File: config.mk
export PLATFORM = sky130hd
export DESIGN_NAME = uhb_host_port
export DESIGN_NICKNAME = d
export VERILOG_FILES = /design/src/hdl/uhb_pkg.sv /design/src/hdl/uhb_fifo_if.sv /design/src/hdl/uhb_fifo.sv /design/src/hdl/uhb_host_port.sv
export VERILOG_INCLUDE_DIRS = /design/src /design/src/hdl
export SDC_FILE = /design/constraint.sdc
export NUM_CORES = 1
export LEC_CHECK = 0
export BUFFER_PORTS_ARGS = -buffer_cell sky130_fd_sc_hd__buf_4
export CELL_PAD_IN_SITES_DETAIL_PLACEMENT = 1
export CELL_PAD_IN_SITES_GLOBAL_PLACEMENT = 2
export CORE_MARGIN = 10
export CORE_UTILIZATION = 35
export CTS_BUF_LIST = sky130_fd_sc_hd__clkbuf_2 sky130_fd_sc_hd__clkbuf_4 sky130_fd_sc_hd__clkbuf_8
export CTS_CLUSTER_SIZE = 20
export DETAILED_ROUTE_END_ITERATION = 8
export PLACE_DENSITY = 0.69
export SETUP_SLACK_MARGIN = 0.1
export SLEW_MARGIN = 20
export SYNTH_ARGS = -nofsm -noshare
export SYNTH_HDL_FRONTEND = slang
export SYNTH_SLANG_ARGS = --single-unit
File: constraint.sdc
create_clock -name clock -period 5.14 [get_ports clock]
set_input_delay 1.028 -clock clock [delete_from_list [all_inputs] [get_ports clock]]
set_output_delay 1.028 -clock clock [all_outputs]
set_load 0.01 [all_outputs]
File: src/hdl/uhb_defs.svh
// constants of the host port and the serial core
`ifndef UHB_DEFS_SVH
`define UHB_DEFS_SVH

// ----------------------------------------------------------------
// timing
// ----------------------------------------------------------------
`define UHB_CLK_NS      10
`define UHB_RST_NS      40
`define UHB_RST_CYC     ((`UHB_RST_NS + `UHB_CLK_NS - 1) / `UHB_CLK_NS)

// ----------------------------------------------------------------
// register offsets
// ----------------------------------------------------------------
`define UHB_A_DATA      3'h0
`define UHB_A_DIVL      3'h1
`define UHB_A_DIVH      3'h2
`define UHB_A_FRAC      3'h3
`define UHB_A_TRIG      3'h4
`define UHB_A_FEATURE_CTRL_REG      3'h5
`define UHB_A_STAT      3'h6
`define UHB_A_CNT       3'h7

// ----------------------------------------------------------------
// fields and reset values
// ----------------------------------------------------------------
`define UHB_FEATURE_CTRL_REG_DUPLEX 3
`define UHB_FEATURE_CTRL_REG_FLOW   0
`define UHB_FRAC_PRESC  7
`define UHB_DIVL_RST    8'h01
`define UHB_DIVH_RST    8'h00
`define UHB_FRAC_RST    4'h0
`define UHB_TRIG_RST    8'h00
`define UHB_FEATURE_CTRL_REG_RST    8'h00
`define UHB_XOFF_RST    8'h13
`define UHB_XON_RST     8'h11
`define UHB_FIFO_DEPTH  64
`define UHB_ONE_DIV     20'h00010

`endif

File: src/hdl/uhb_pkg.sv
// types of the host port and serial core
package uhb_pkg;
    typedef enum logic {UHB_MODE_DIR = 1'b0, UHB_MODE_STROBE = 1'b1} uhb_bus_mode_t;
    typedef enum logic {UHB_TX_IDLE = 1'b0, UHB_TX_SEND = 1'b1} uhb_tx_state_t;
endpackage

File: src/hdl/uhb_fifo_if.sv
// byte fifo carrier between core and fifo
`timescale 1ns/1ps
`default_nettype none
interface uhb_fifo_if;
    logic       push;
    logic [7:0] wdata;
    logic       pop;
    logic       clear;
    logic [7:0] rdata;
    logic [6:0] count;
    logic       full;
    logic       empty;
    modport owner (input push, wdata, pop, clear, output rdata, count, full, empty);
    modport user  (output push, wdata, pop, clear, input rdata, count, full, empty);
endinterface
`default_nettype wire

File: src/hdl/uhb_fifo.sv
// 64 byte fifo with head-of-queue read
`timescale 1ns/1ps
`default_nettype none
`include "uhb_defs.svh"
module uhb_fifo
    import uhb_pkg::*;
(
    // clock and reset
    input  wire logic   clock,
    input  wire logic   arst_n,
    // queue
    uhb_fifo_if.owner   f
);
    logic [7:0] mem [`UHB_FIFO_DEPTH];
    logic [5:0] wp_r, wp_nxt, rp_r, rp_nxt;
    logic [6:0] cnt_r, cnt_nxt;
    logic       do_push, do_pop;

    assign do_push = f.push & ~f.full;
    assign do_pop  = f.pop & ~f.empty;
    assign f.rdata = mem[rp_r];
    assign f.count = cnt_r;
    assign f.full  = (cnt_r == 7'(`UHB_FIFO_DEPTH));
    assign f.empty = (cnt_r == 7'h00);

    always_comb begin
        wp_nxt  = wp_r + 6'(do_push);
        rp_nxt  = rp_r + 6'(do_pop);
        cnt_nxt = cnt_r + 7'(do_push) - 7'(do_pop);
        if (f.clear) begin
            wp_nxt  = 6'h00;
            rp_nxt  = 6'h00;
            cnt_nxt = 7'h00;
        end
    end

    always_ff @(posedge clock or negedge arst_n) begin
        if (!arst_n) begin
            wp_r  <= 6'h00;
            rp_r  <= 6'h00;
            cnt_r <= 7'h00;
        end else begin
            wp_r  <= wp_nxt;
            rp_r  <= rp_nxt;
            cnt_r <= cnt_nxt;
        end
    end

    always_ff @(posedge clock) begin
        if (do_push && !f.clear) begin
            mem[wp_r] <= f.wdata;
        end
    end
endmodule // uhb_fifo
`default_nettype wire

File: src/hdl/uhb_host_port.sv
// host bus port, reset filter, straps and serial core
// How it works
// - eight data bits, three address lines, strobes
// - bus cycles need no baud clock running
// - direction mode ignores the read strobe
// - bus style pin picks the protocol
// - high selects strobes, low selects direction
// - filtered reset pulse clears registers and line, keeps the duplex bit
// - reset polarity follows the bus style
// - 64 byte fifos, triggers, xon/xoff flow
// - fractional divisor after divide by 1/4
// - duplex pin latched once after power-up
// - high pin half duplex, control bit overrides
// - power save isolates bus during sleep
`timescale 1ns/1ps
`default_nettype none
`include "uhb_defs.svh"
module uhb_host_port
    import uhb_pkg::*;
(
    // clock and reset
    input  wire logic       clock,
    input  wire logic       arst_n,
    // host bus
    input  wire logic       bus_style_sel,
    input  wire logic       reset_pin,
    input  wire logic       cs_n,
    input  wire logic       read_strobe_n,
    input  wire logic       write_strobe_n,
    input  wire logic [2:0] addr,
    input  wire logic [7:0] data_in,
    output logic      [7:0] data_out,
    output logic            data_oe,
    // power and straps
    input  wire logic       sleep_mode,
    input  wire logic       bus_isolate_req,
    input  wire logic       duplex_sel_pin,
    output logic            half_duplex,
    // serial side
    input  wire logic [7:0] rx_byte,
    input  wire logic       rx_byte_valid,
    output logic            tx_serial,
    output logic            tx_stopped,
    output logic            rx_trig_hit,
    output logic            tx_trig_hit
);
    // ------------------------------------------------------------
    // declarations
    // ------------------------------------------------------------
    uhb_bus_mode_t mode;
    uhb_tx_state_t st_r, st_nxt;
    logic [2:0]  rst_cnt_r, rst_cnt_nxt;
    logic        rst_act, core_clr, iso_on, rd_lvl, wr_lvl, rd_go, wr_go;
    logic        prev_rd_r, prev_wr_r, oe_r, oe_nxt, strap_done_r, duplex_r, duplex_nxt;
    logic [7:0]  dout_r, dout_nxt, divl_r, divl_nxt, divh_r, divh_nxt;
    logic [7:0]  trig_r, trig_nxt, feature_ctrl_reg_r, feature_ctrl_reg_nxt, xoff_r, xoff_nxt, xon_r, xon_nxt;
    logic [3:0]  frac_r, frac_nxt, tick_cnt_r, tick_cnt_nxt, bit_cnt_r, bit_cnt_nxt;
    logic        presc_r, presc_nxt, stop_r, stop_nxt, ovr_r, ovr_nxt, line_r, line_nxt;
    logic [1:0]  pre_cnt_r;
    logic [20:0] acc_r, acc_nxt, acc_sum;
    logic [19:0] div_full;
    logic [9:0]  sh_r, sh_nxt;
    logic        pre_en, tick, flow_ctl, rx_stored;
    uhb_fifo_if  txf ();
    uhb_fifo_if  rxf ();

    uhb_fifo u_tx (.clock(clock), .arst_n(arst_n), .f(txf.owner));
    uhb_fifo u_rx (.clock(clock), .arst_n(arst_n), .f(rxf.owner));

    // ------------------------------------------------------------
    // reset filter and bus decode
    // ------------------------------------------------------------
    assign mode     = uhb_bus_mode_t'(bus_style_sel);
    assign rst_act  = (mode == UHB_MODE_STROBE) ? reset_pin : ~reset_pin;
    assign core_clr = rst_act && (rst_cnt_r == 3'(`UHB_RST_CYC));
    assign iso_on   = sleep_mode & bus_isolate_req;
    always_comb begin
        rst_cnt_nxt = 3'h0;
        if (rst_act) begin
            rst_cnt_nxt = core_clr ? rst_cnt_r : rst_cnt_r + 3'h1;
        end
        if (mode == UHB_MODE_STROBE) begin
            rd_lvl = ~cs_n & ~read_strobe_n;
            wr_lvl = ~cs_n & ~write_strobe_n;
        end else begin
            rd_lvl = ~cs_n & write_strobe_n;
            wr_lvl = ~cs_n & ~write_strobe_n;
        end
        rd_lvl = rd_lvl & ~iso_on & ~core_clr;
        wr_lvl = wr_lvl & ~iso_on & ~core_clr;
    end
    assign rd_go = rd_lvl & ~prev_rd_r;
    assign wr_go = wr_lvl & ~prev_wr_r;

    // ------------------------------------------------------------
    // baud tick: prescaler and fractional accumulator
    // ------------------------------------------------------------
    assign pre_en   = presc_r ? (pre_cnt_r == 2'h3) : 1'b1;
    assign div_full = ({divh_r, divl_r, frac_r} == 20'h0) ? `UHB_ONE_DIV : {divh_r, divl_r, frac_r};
    assign acc_sum  = acc_r + 21'(`UHB_ONE_DIV);
    assign tick     = pre_en && (acc_sum >= {1'b0, div_full});
    assign flow_ctl = feature_ctrl_reg_r[`UHB_FEATURE_CTRL_REG_FLOW];
    assign rx_stored = rx_byte_valid && !(flow_ctl && (rx_byte == xoff_r || rx_byte == xon_r));

    // ------------------------------------------------------------
    // next state
    // ------------------------------------------------------------
    always_comb begin
        {dout_nxt, oe_nxt, divl_nxt, divh_nxt, frac_nxt} = {dout_r, rd_lvl, divl_r, divh_r, frac_r};
        {presc_nxt, trig_nxt, feature_ctrl_reg_nxt, xoff_nxt, xon_nxt} = {presc_r, trig_r, feature_ctrl_reg_r, xoff_r, xon_r};
        {duplex_nxt, stop_nxt, sh_nxt} = {duplex_r, stop_r, sh_r};
        st_nxt = st_r;
        {tick_cnt_nxt, bit_cnt_nxt} = {tick_cnt_r, bit_cnt_r};
        acc_nxt   = pre_en ? (tick ? acc_sum - {1'b0, div_full} : acc_sum) : acc_r;
        ovr_nxt   = ovr_r;
        txf.push  = 1'b0;
        txf.pop   = 1'b0;
        txf.wdata = data_in;
        rxf.pop   = 1'b0;
        rxf.push  = rx_stored;
        rxf.wdata = rx_byte;
        if (!strap_done_r) begin
            duplex_nxt = duplex_sel_pin;
        end
        if (rd_go) begin
            if (addr == `UHB_A_DATA) begin
                dout_nxt = rxf.rdata;
                rxf.pop  = 1'b1;
            end else if (addr == `UHB_A_DIVL) begin
                dout_nxt = divl_r;
            end else if (addr == `UHB_A_DIVH) begin
                dout_nxt = divh_r;
            end else if (addr == `UHB_A_FRAC) begin
                dout_nxt = {presc_r, 3'h0, frac_r};
            end else if (addr == `UHB_A_TRIG) begin
                dout_nxt = trig_r;
            end else if (addr == `UHB_A_FEATURE_CTRL_REG) begin
                dout_nxt = feature_ctrl_reg_r;
                dout_nxt[`UHB_FEATURE_CTRL_REG_DUPLEX] = duplex_r;
            end else if (addr == `UHB_A_STAT) begin
                dout_nxt = {stop_r, ovr_r, txf.full, txf.empty, rxf.full, rxf.empty, st_r, 1'b0};
                ovr_nxt  = 1'b0;
            end else begin
                dout_nxt = {1'b0, rxf.count};
            end
        end
        if (rx_stored && rxf.full) begin
            ovr_nxt = 1'b1;                                                 // set wins over read clear
        end
        if (wr_go) begin
            if (addr == `UHB_A_DATA) begin
                txf.push = 1'b1;
            end else if (addr == `UHB_A_DIVL) begin
                divl_nxt = data_in;
            end else if (addr == `UHB_A_DIVH) begin
                divh_nxt = data_in;
            end else if (addr == `UHB_A_FRAC) begin
                frac_nxt  = data_in[3:0];
                presc_nxt = data_in[`UHB_FRAC_PRESC];
            end else if (addr == `UHB_A_TRIG) begin
                trig_nxt = data_in;
            end else if (addr == `UHB_A_FEATURE_CTRL_REG) begin
                feature_ctrl_reg_nxt   = data_in;
                duplex_nxt = data_in[`UHB_FEATURE_CTRL_REG_DUPLEX];
            end else if (addr == `UHB_A_STAT) begin
                xoff_nxt = data_in;
            end else begin
                xon_nxt = data_in;
            end
        end
        if (flow_ctl && rx_byte_valid && rx_byte == xoff_r) begin
            stop_nxt = 1'b1;
        end else if (flow_ctl && rx_byte_valid && rx_byte == xon_r) begin
            stop_nxt = 1'b0;
        end else if (!flow_ctl) begin
            stop_nxt = 1'b0;
        end
        case (st_r)
            UHB_TX_IDLE: begin
                if (tick && !txf.empty && !stop_r) begin
                    sh_nxt       = {1'b1, txf.rdata, 1'b0};
                    txf.pop      = 1'b1;
                    tick_cnt_nxt = 4'h0;
                    bit_cnt_nxt  = 4'h0;
                    st_nxt       = UHB_TX_SEND;
                end
            end
            default: begin
                if (tick) begin
                    tick_cnt_nxt = tick_cnt_r + 4'h1;
                    if (tick_cnt_r == 4'hf) begin
                        sh_nxt      = {1'b1, sh_r[9:1]};
                        bit_cnt_nxt = bit_cnt_r + 4'h1;
                        if (bit_cnt_r == 4'h9) begin
                            st_nxt = UHB_TX_IDLE;
                        end
                    end
                end
            end
        endcase
        line_nxt  = (st_nxt == UHB_TX_SEND) ? sh_nxt[0] : 1'b1;
        txf.clear = core_clr;
        rxf.clear = core_clr;
        if (core_clr) begin
            {divl_nxt, divh_nxt, frac_nxt, presc_nxt} = {`UHB_DIVL_RST, `UHB_DIVH_RST, `UHB_FRAC_RST, 1'b0};
            {trig_nxt, feature_ctrl_reg_nxt, xoff_nxt, xon_nxt} = {`UHB_TRIG_RST, `UHB_FEATURE_CTRL_REG_RST, `UHB_XOFF_RST, `UHB_XON_RST};
            {stop_nxt, ovr_nxt, line_nxt, acc_nxt} = {1'b0, 1'b0, 1'b1, 21'h0};
            st_nxt = UHB_TX_IDLE;
        end
    end

    // ------------------------------------------------------------
    // registers
    // ------------------------------------------------------------
    always_ff @(posedge clock or negedge arst_n) begin
        if (!arst_n) begin
            {rst_cnt_r, prev_rd_r, prev_wr_r, oe_r, dout_r} <= {3'h0, 1'b0, 1'b0, 1'b0, 8'h00};
            {strap_done_r, duplex_r, stop_r, ovr_r, line_r} <= {1'b0, 1'b0, 1'b0, 1'b0, 1'b1};
            {divl_r, divh_r, frac_r, presc_r} <= {`UHB_DIVL_RST, `UHB_DIVH_RST, `UHB_FRAC_RST, 1'b0};
            {trig_r, feature_ctrl_reg_r, xoff_r, xon_r} <= {`UHB_TRIG_RST, `UHB_FEATURE_CTRL_REG_RST, `UHB_XOFF_RST, `UHB_XON_RST};
            st_r <= UHB_TX_IDLE;
            {sh_r, tick_cnt_r, bit_cnt_r} <= {10'h3ff, 4'h0, 4'h0};
            {pre_cnt_r, acc_r} <= {2'h0, 21'h0};
        end else begin
            {rst_cnt_r, prev_rd_r, prev_wr_r, oe_r, dout_r} <= {rst_cnt_nxt, rd_lvl, wr_lvl, oe_nxt, dout_nxt};
            {strap_done_r, duplex_r, stop_r, ovr_r, line_r} <= {1'b1, duplex_nxt, stop_nxt, ovr_nxt, line_nxt};
            {divl_r, divh_r, frac_r, presc_r} <= {divl_nxt, divh_nxt, frac_nxt, presc_nxt};
            {trig_r, feature_ctrl_reg_r, xoff_r, xon_r} <= {trig_nxt, feature_ctrl_reg_nxt, xoff_nxt, xon_nxt};
            st_r <= st_nxt;
            {sh_r, tick_cnt_r, bit_cnt_r} <= {sh_nxt, tick_cnt_nxt, bit_cnt_nxt};
            {pre_cnt_r, acc_r} <= {pre_cnt_r + 2'h1, acc_nxt};
        end
    end

    assign data_out    = dout_r;
    assign data_oe     = oe_r;
    assign half_duplex = duplex_r;
    assign tx_serial   = line_r;
    assign tx_stopped  = stop_r;
    assign rx_trig_hit = rxf.count > {1'b0, trig_r[3:0], 2'b00};
    assign tx_trig_hit = txf.count <= {1'b0, trig_r[7:4], 2'b00};
endmodule // uhb_host_port
`default_nettype wire

== Word level (Yosys, flattened, before mapping) ==
Memories as Yosys holds them, arrays and structs flattened.
Cells that the tools add are included.
Storage, ports and cells
  bits in writable memories: 1024
  memories kept: 2
  output and inout port bits: 14
  logic and storage cells: 272
  register bits: 151
Operators by class
  $add $sub $neg: 14
  reductions and logical operators: 42
  magnitude comparators: 3
  bitwise logic cells: 26
  multiplexer cells: 124
  equal/unequal tests: 31
Memories
  u_rx.mem: words 64, width 8, read ports 1, clocked after Yosys merged registers in 0, write ports 1, RTL line uhb_fifo.sv:14  | logic [7:0] mem [`UHB_FIFO_DEPTH];
  u_tx.mem: words 64, width 8, read ports 1, clocked after Yosys merged registers in 0, write ports 1, RTL line uhb_fifo.sv:14
Operators by type and width (number)
  8-bit 2-to-1 mux: 49
  21-bit 2-to-1 mux: 3
  4-bit 2-to-1 mux: 12
  1-bit 2-to-1 mux: 47
  10-bit 2-to-1 mux: 4
  6-bit by 1-bit adder with 6-bit output: 4
  6-bit 2-to-1 mux: 4
  8-bit AND reduction: 3
  21-bit by 5-bit adder with 21-bit output (second input constant): 1
  21-bit by 20-bit >= comparator with 1-bit output: 1
  21-bit by 20-bit subtractor with 21-bit output: 1
  20-bit logical NOT: 1
  20-bit 2-to-1 mux: 1
  3-bit by 2-bit inequality test with 1-bit output (second input constant): 6
  2-bit nonzero test: 9
  8-bit == test: 2
  2-bit inequality test (second input constant): 8
  7-bit by 1-bit adder with 7-bit output: 2
  1-bit AND: 14
  7-bit == test (second input constant): 2
  7-bit logical NOT: 2
  7-bit 2-to-1 mux: 2
  7-bit by 1-bit subtractor with 7-bit output: 2
  3-bit == test (second input constant): 4
  24 further kinds: 56

== Depth between registers and ports, before layout ==
  word-level depth: 11
  mapped depth: 26
  gate-level depth less buffers: 23

== Modules after synthesis ==
From an unflattened synthesis, not the netlist that was laid out.
Second synthesis, totals
  cell total of the unflattened synthesis: 2907
  area, all modules: 49332.3 um^2
Modules (own cells, without submodules)
  uhb_fifo at u_rx: cells each 1029, sequential area each 15850.2 um^2, area an instance 21055.2 um^2, instances 1
  uhb_fifo at u_tx: cells each 1063, sequential area each 15850.2 um^2, area an instance 21055.2 um^2, instances 1
  uhb_host_port: cells each 815, sequential area each 2824.0 um^2, area an instance 7221.9 um^2, instances 1

== Least setup slack after synthesis ==
OpenSTA, ideal clock, no wires.
  path type: flip-flop to flip-flop
  start point: register acc_r[6]
  end point: register u_tx.cnt_r[6], in the netlist u_tx.f.count[6]
  arrival: 4503 ps
  slack: 501 ps
  data required time: 5004 ps
  cell stages (with the launch flop): 27
  clock period less this slack: 4639 ps
  buffers on the path: 3
  path through: dfrtp_1 and3_1 clkbuf_1 nand2_1 nor3_1 nand2_1 xnor2_1 ha_1 clkbuf_2 nand4_1 nor2_1 a221oi_1 o211ai_1 o21ai_2 buf_6 or2_2 nand2_1 ha_1 inv_1 fa_1 inv_1 a21oi_1 nor2_1 o21ai_0 a21oi_1 or3_1 a21oi_1
Between the ends
  word-level cells in the longest chain between the ends: 10
Ends and longest elaborated chain
  from (decl): RTL line uhb_host_port.sv:60  | logic [20:0] acc_r, acc_nxt, acc_sum;
  from (signal assigned): RTL line uhb_host_port.sv:223  | {pre_cnt_r, acc_r} <= {2'h0, 21'h0};
  from (signal assigned): RTL line uhb_host_port.sv:231  | {pre_cnt_r, acc_r} <= {pre_cnt_r + 2'h1, acc_nxt};
  21-bit by 5-bit adder with 21-bit output: RTL line uhb_host_port.sv:100  | assign acc_sum = acc_r + 21'(`UHB_ONE_DIV);
  21-bit by 20-bit >= comparator with 1-bit output: RTL line uhb_host_port.sv:101  | assign tick = pre_en && (acc_sum >= {1'b0, div_full});
  1-bit logical AND: RTL line uhb_host_port.sv:101
  1-bit logical AND (2 in series): RTL line uhb_host_port.sv:180  | if (tick && !txf.empty && !stop_r) begin
  1-bit 2-to-1 mux: RTL line uhb_host_port.sv:180
  1-bit 2-to-1 mux: RTL line uhb_host_port.sv:178  | case (st_r)
  1-bit AND: RTL line uhb_fifo.sv:20  | assign do_pop = f.pop & ~f.empty;
  7-bit by 1-bit subtractor with 7-bit output: RTL line uhb_fifo.sv:29  | cnt_nxt = cnt_r + 7'(do_push) - 7'(do_pop);
  7-bit 2-to-1 mux: RTL line uhb_fifo.sv:30  | if (f.clear) begin
  named net u_tx.cnt_nxt[6]: RTL line uhb_fifo.sv:16  | logic [6:0] cnt_r, cnt_nxt;
  to (signal assigned): RTL line uhb_fifo.sv:45  | cnt_r <= cnt_nxt;
  to (decl): RTL line uhb_fifo.sv:16
The timed path passes the listed nets, and every way through them passes these cells.
A chain may end at the register's enable or synchronous reset.

== Worst setup path in the final report ==
  start point: register acc_r[4]
  end point: register u_tx.cnt_r[6], in the netlist u_tx.f.count[6]
The elaborated chain is that of the path after synthesis.

==> summary.txt <==
Route
  • Final ANT Viol Nets: 0
  • Iteration-0 DRC Markers: 1979
  • Routed wire per std cell: 24.94 um
  • DR vias/cell: 5.310
  • 1st-pass router iterations: 5
  • Vias: 28.33k
  • Total routed wirelength: 133.1 mm
  • DRC viols: 0

Flow run
  • # Max-Cap Violations: 0

Final layout
  • Nets: ~3.4k
  • Share of cells above drive strength 1: 19.83%
  • Area of the multi-input gates: 14040 um2
  • Non-Filler Instances: ~5.3k
  • Reg area: 34540 um2
  • Fillers: 14.04k
  • Area Overhead vs Synth: 14.51%

Setup path
  • CP most frequent cell: a21oi_1
  • CP Launch Type: flip-flop
  • Critical Path End Type: flip-flop
  • Crit-path max cell delay: approximately 0.43 ns
  • CP startpoint: acc_r[4]
  • Critical path arrival: 5.39 ns
  • CP Max Fanout: 5
  • Worst path buffer plus inverter count: 2
  • Largest delay share family, worst path: simple AND/OR/NAND/NOR gates
  • CP required: slightly below 6 ns
  • Cells along the critical path: ha_2, nand3_2, or2_2, xnor2_1, ha_1, nand4_1, nor2_2, a221oi_2, o211ai_1, o21ai_2, or2_2, nand2_1, ha_1, inv_1, fa_1, inv_1, a21oi_1, nor2_1, o21ai_1, a21oi_1, or3_1, a21oi_1
  • Crit path kind: flip-flop to flip-flop
  • Slowest cell on crit path: fa_1
  • R2R Path Start: acc_r[4]

STA
  • Tightest Pin Transition: 1.046 ns
  • Setup violations, final: 0
  • RSZ-0062 raised after global routing: no
  • Worst clock skew: 0.08398 ns
  • Share of the clock period used by the worst path: about nine tenths
  • Hold Fails Final Rpt: 0
  • Max_slew headroom: 30.29%
  • Final slew viol count: 0
  • Final setup TNS: 0 ns
  • Max Clock Freq: 215.8 MHz
  • Tmin final: 4.633 ns

Clock tree
  • CTS Buf Count: 194
  • Clk root buf: clkbuf_8
  • CTS tree: built
  • CTS Buffer Depth: 3
  • Clock sinks: about 1.2k
  • # hold bufs at CTS: 0
  • Clk_lat worst skew: ~0.93 ns
  • Clock H-tree levels: 4
  • Clock transition at the registers of the reported paths: 0.06 ns

GRT
  • Tot GR Track Use: between 10% and 20%
  • First-pass GRT wire length: roughly 200 mm
  • Number of global-route vias before repair: 30.19k
  • Grt total ovfl: 0
  • Largest net degree at the start of global routing: 72
  • Initial antenna violation count: 10

Floorplan
  • IO Count: 44
  • Initial Util: ~35%
  • Core ar.: between 100000 and 150000 um2
  • # rows: 137
  • Die Area: 156700 um2
  • Width of the die: around 400 um
  • Die H: 395.9 um

Power and ir drop
  • NetSw: 10660 uW
  • Gate power share: 32.7%
  • Clock share of power: between 20 and 30%
  • Peak ir drop on the vdd network: 0.2958 mV
  • Switching part of the total: 35.08%
  • Sequential share of power: roughly two fifths
  • Leakage Power: 0.01941 uW
  • Internal Power: roughly 20000 uW
  • Power per cell area: 536.7 nW/um2

Placement
  • Gpl congestion: 0.7825
  • Post-DP HPWL: roughly 83 mm
  • # port buffers: 43
  • Cells after DPL: 4978

Yosys
  • Syn Inst Count: around 3.1k
  • Cell taking the most area after synthesis: edfxtp_1
  • Netlist Area Pre-Place: 49450 um2
  • Synth unique cells: 79
  • Number of flops mapped to enable cells by yosys: approximately 1k
  • Sequential share of the synthesized area: 69.81%
  • Seq cells post-synth: 1174
  • Fraction of registers with async set/reset: 12.78%
  • Post-synth top area share: between 60 and 70%
  • Top_reg_cell synth: edfxtp_1
  • Synth top cells by count: edfxtp_1, mux2i_1, nor2_1
  • Warning count from the yosys run: 0
  • Mapped Avg Cell Area: 15.96 um2
  • Ranking of synthesized cells by area: edfxtp_1, dfrtp_1, mux2i_1, mux4_2, nor2_1
  • Cell with the most instances after synthesis: edfxtp_1
  • Post-synth net total: 3190

Worst hold path
  • Hold Crit Class: primary input to asynchronous set/reset pin

Run status
  • Outcome: finished, final reports clean
## metal layers
layer,vias to the layer above,share of wire [%],global-route usage (%)
li1,12670,-,-
met1,14790,45,22.49
met2,619,47,26.82
met3,242,5.0,3.826
met4,8,2.7,5.301
met5,-,0.041,0
## cells in the final DEF, fill, tap and decap left out, types with 100 or more instances in the layout
cell      Yosys  final
buf_4         4    166
clkbuf_8      0    206
dfrtp_1     133    128
edfxtp_1   1024   1024
mux2i_1     313    313
mux4_2      133    133
nand2_1     153    152
nor2_1      249    247
o21ai_0     102    100
## state kept, by name (all words and copies together) (netlist names), 10 cells and up
signal,count
acc_r,21
sh_r,10
u_rx.mem,512
u_tx.mem,512
## through the flow
stage	utilization (%)	hold WS (ns)	instance area (um2)	setup slack, ns	power, uW
global placement	37.54	0.4127	52510	0.3440	21910
finish	40.49	0.09557	56630	0.5066	30390
floorplan	-	0.4006	49450	0.5007	18680
detailed placement	37.54	0.4179	52510	0.3530	22040
global route	40.49	0.08417	56630	0.1150	32160
CTS	40.44	0.04465	56570	0.2997	30690
## worst paths after layout
path / endpoint / slack [ns] / cells past startpoint
min reg2reg: pre_cnt_r[0] / 0.42 / 1
max in group asynchronous: u_rx.rp_r[0] / 3.95 / 2
max reg2reg: u_tx.f.count[6] / 0.51 / 22
max: u_tx.f.count[6] / 0.51 / 22
min in group clock: prev_wr_r / 0.32 / 2
min: u_tx.wp_r[4] / 0.1 / 1
## repair_timing
item | in CTS | in global routing
gates resized for setup | 0 | 13
endpoints found under the setup margin | 0 | 2
buffers inserted | 0 | 2
## area by class of cell
| class | instances | area share [%] |
|---|---|---|
| Multi-Input combinational cell | 1688 | 24.79 |
| Sequential cell | 1174 | 60.98 |
| Timing Repair Buffer | 174 | 2.468 |
| Clock buffer | 268 | 5.828 |
| Tap cell | 1876 | 4.145 |
| Clock inverter | 87 | 1.334 |
| Antenna cell | 1 | 0.004419 |
| Inverter | 68 | 0.4507 |
## logic make-up after synthesis
group                    count (synthesis)  synth area share [%]
flip-flops                            1174                 69.81
XOR/XNOR                                70                 1.293
AO/OA/AOI/OAI                          508                 7.236
adder cells (fa/ha/maj)                 62                 1.614
multiplexers                           446                 12.39
buffers and inverters                  236                 1.956
AND/OR/NAND/NOR                        601                 5.690
other                                    1              0.007583
## worst register-to-register path: cells and delay by family (launching register included)
| kind | cells | cell delay, ns |
|---|---|---|
| AO/OA/AOI/OAI | 7 | 0.85 |
| XOR/XNOR | 1 | 0.14 |
| adder cells (fa/ha/maj) | 4 | 1.21 |
| buffers and inverters | 2 | 0.14 |
| flip-flops | 1 | 0.42 |
| AND/OR/NAND/NOR | 8 | 1.72 |
## power by group through the flow
stage	sequential, uW	combinational (uW)	clock (uW)
2_1_floorplan	11600	7050	0
3_3_place_gp	12000	9880	0
3_5_place_dp	12100	9970	0
4_1_cts	11900	10000	8790
5_1_grt	12000	10900	9250
6_report	11900	9950	8570
Note: power is estimated with default switching activity, not from simulation.
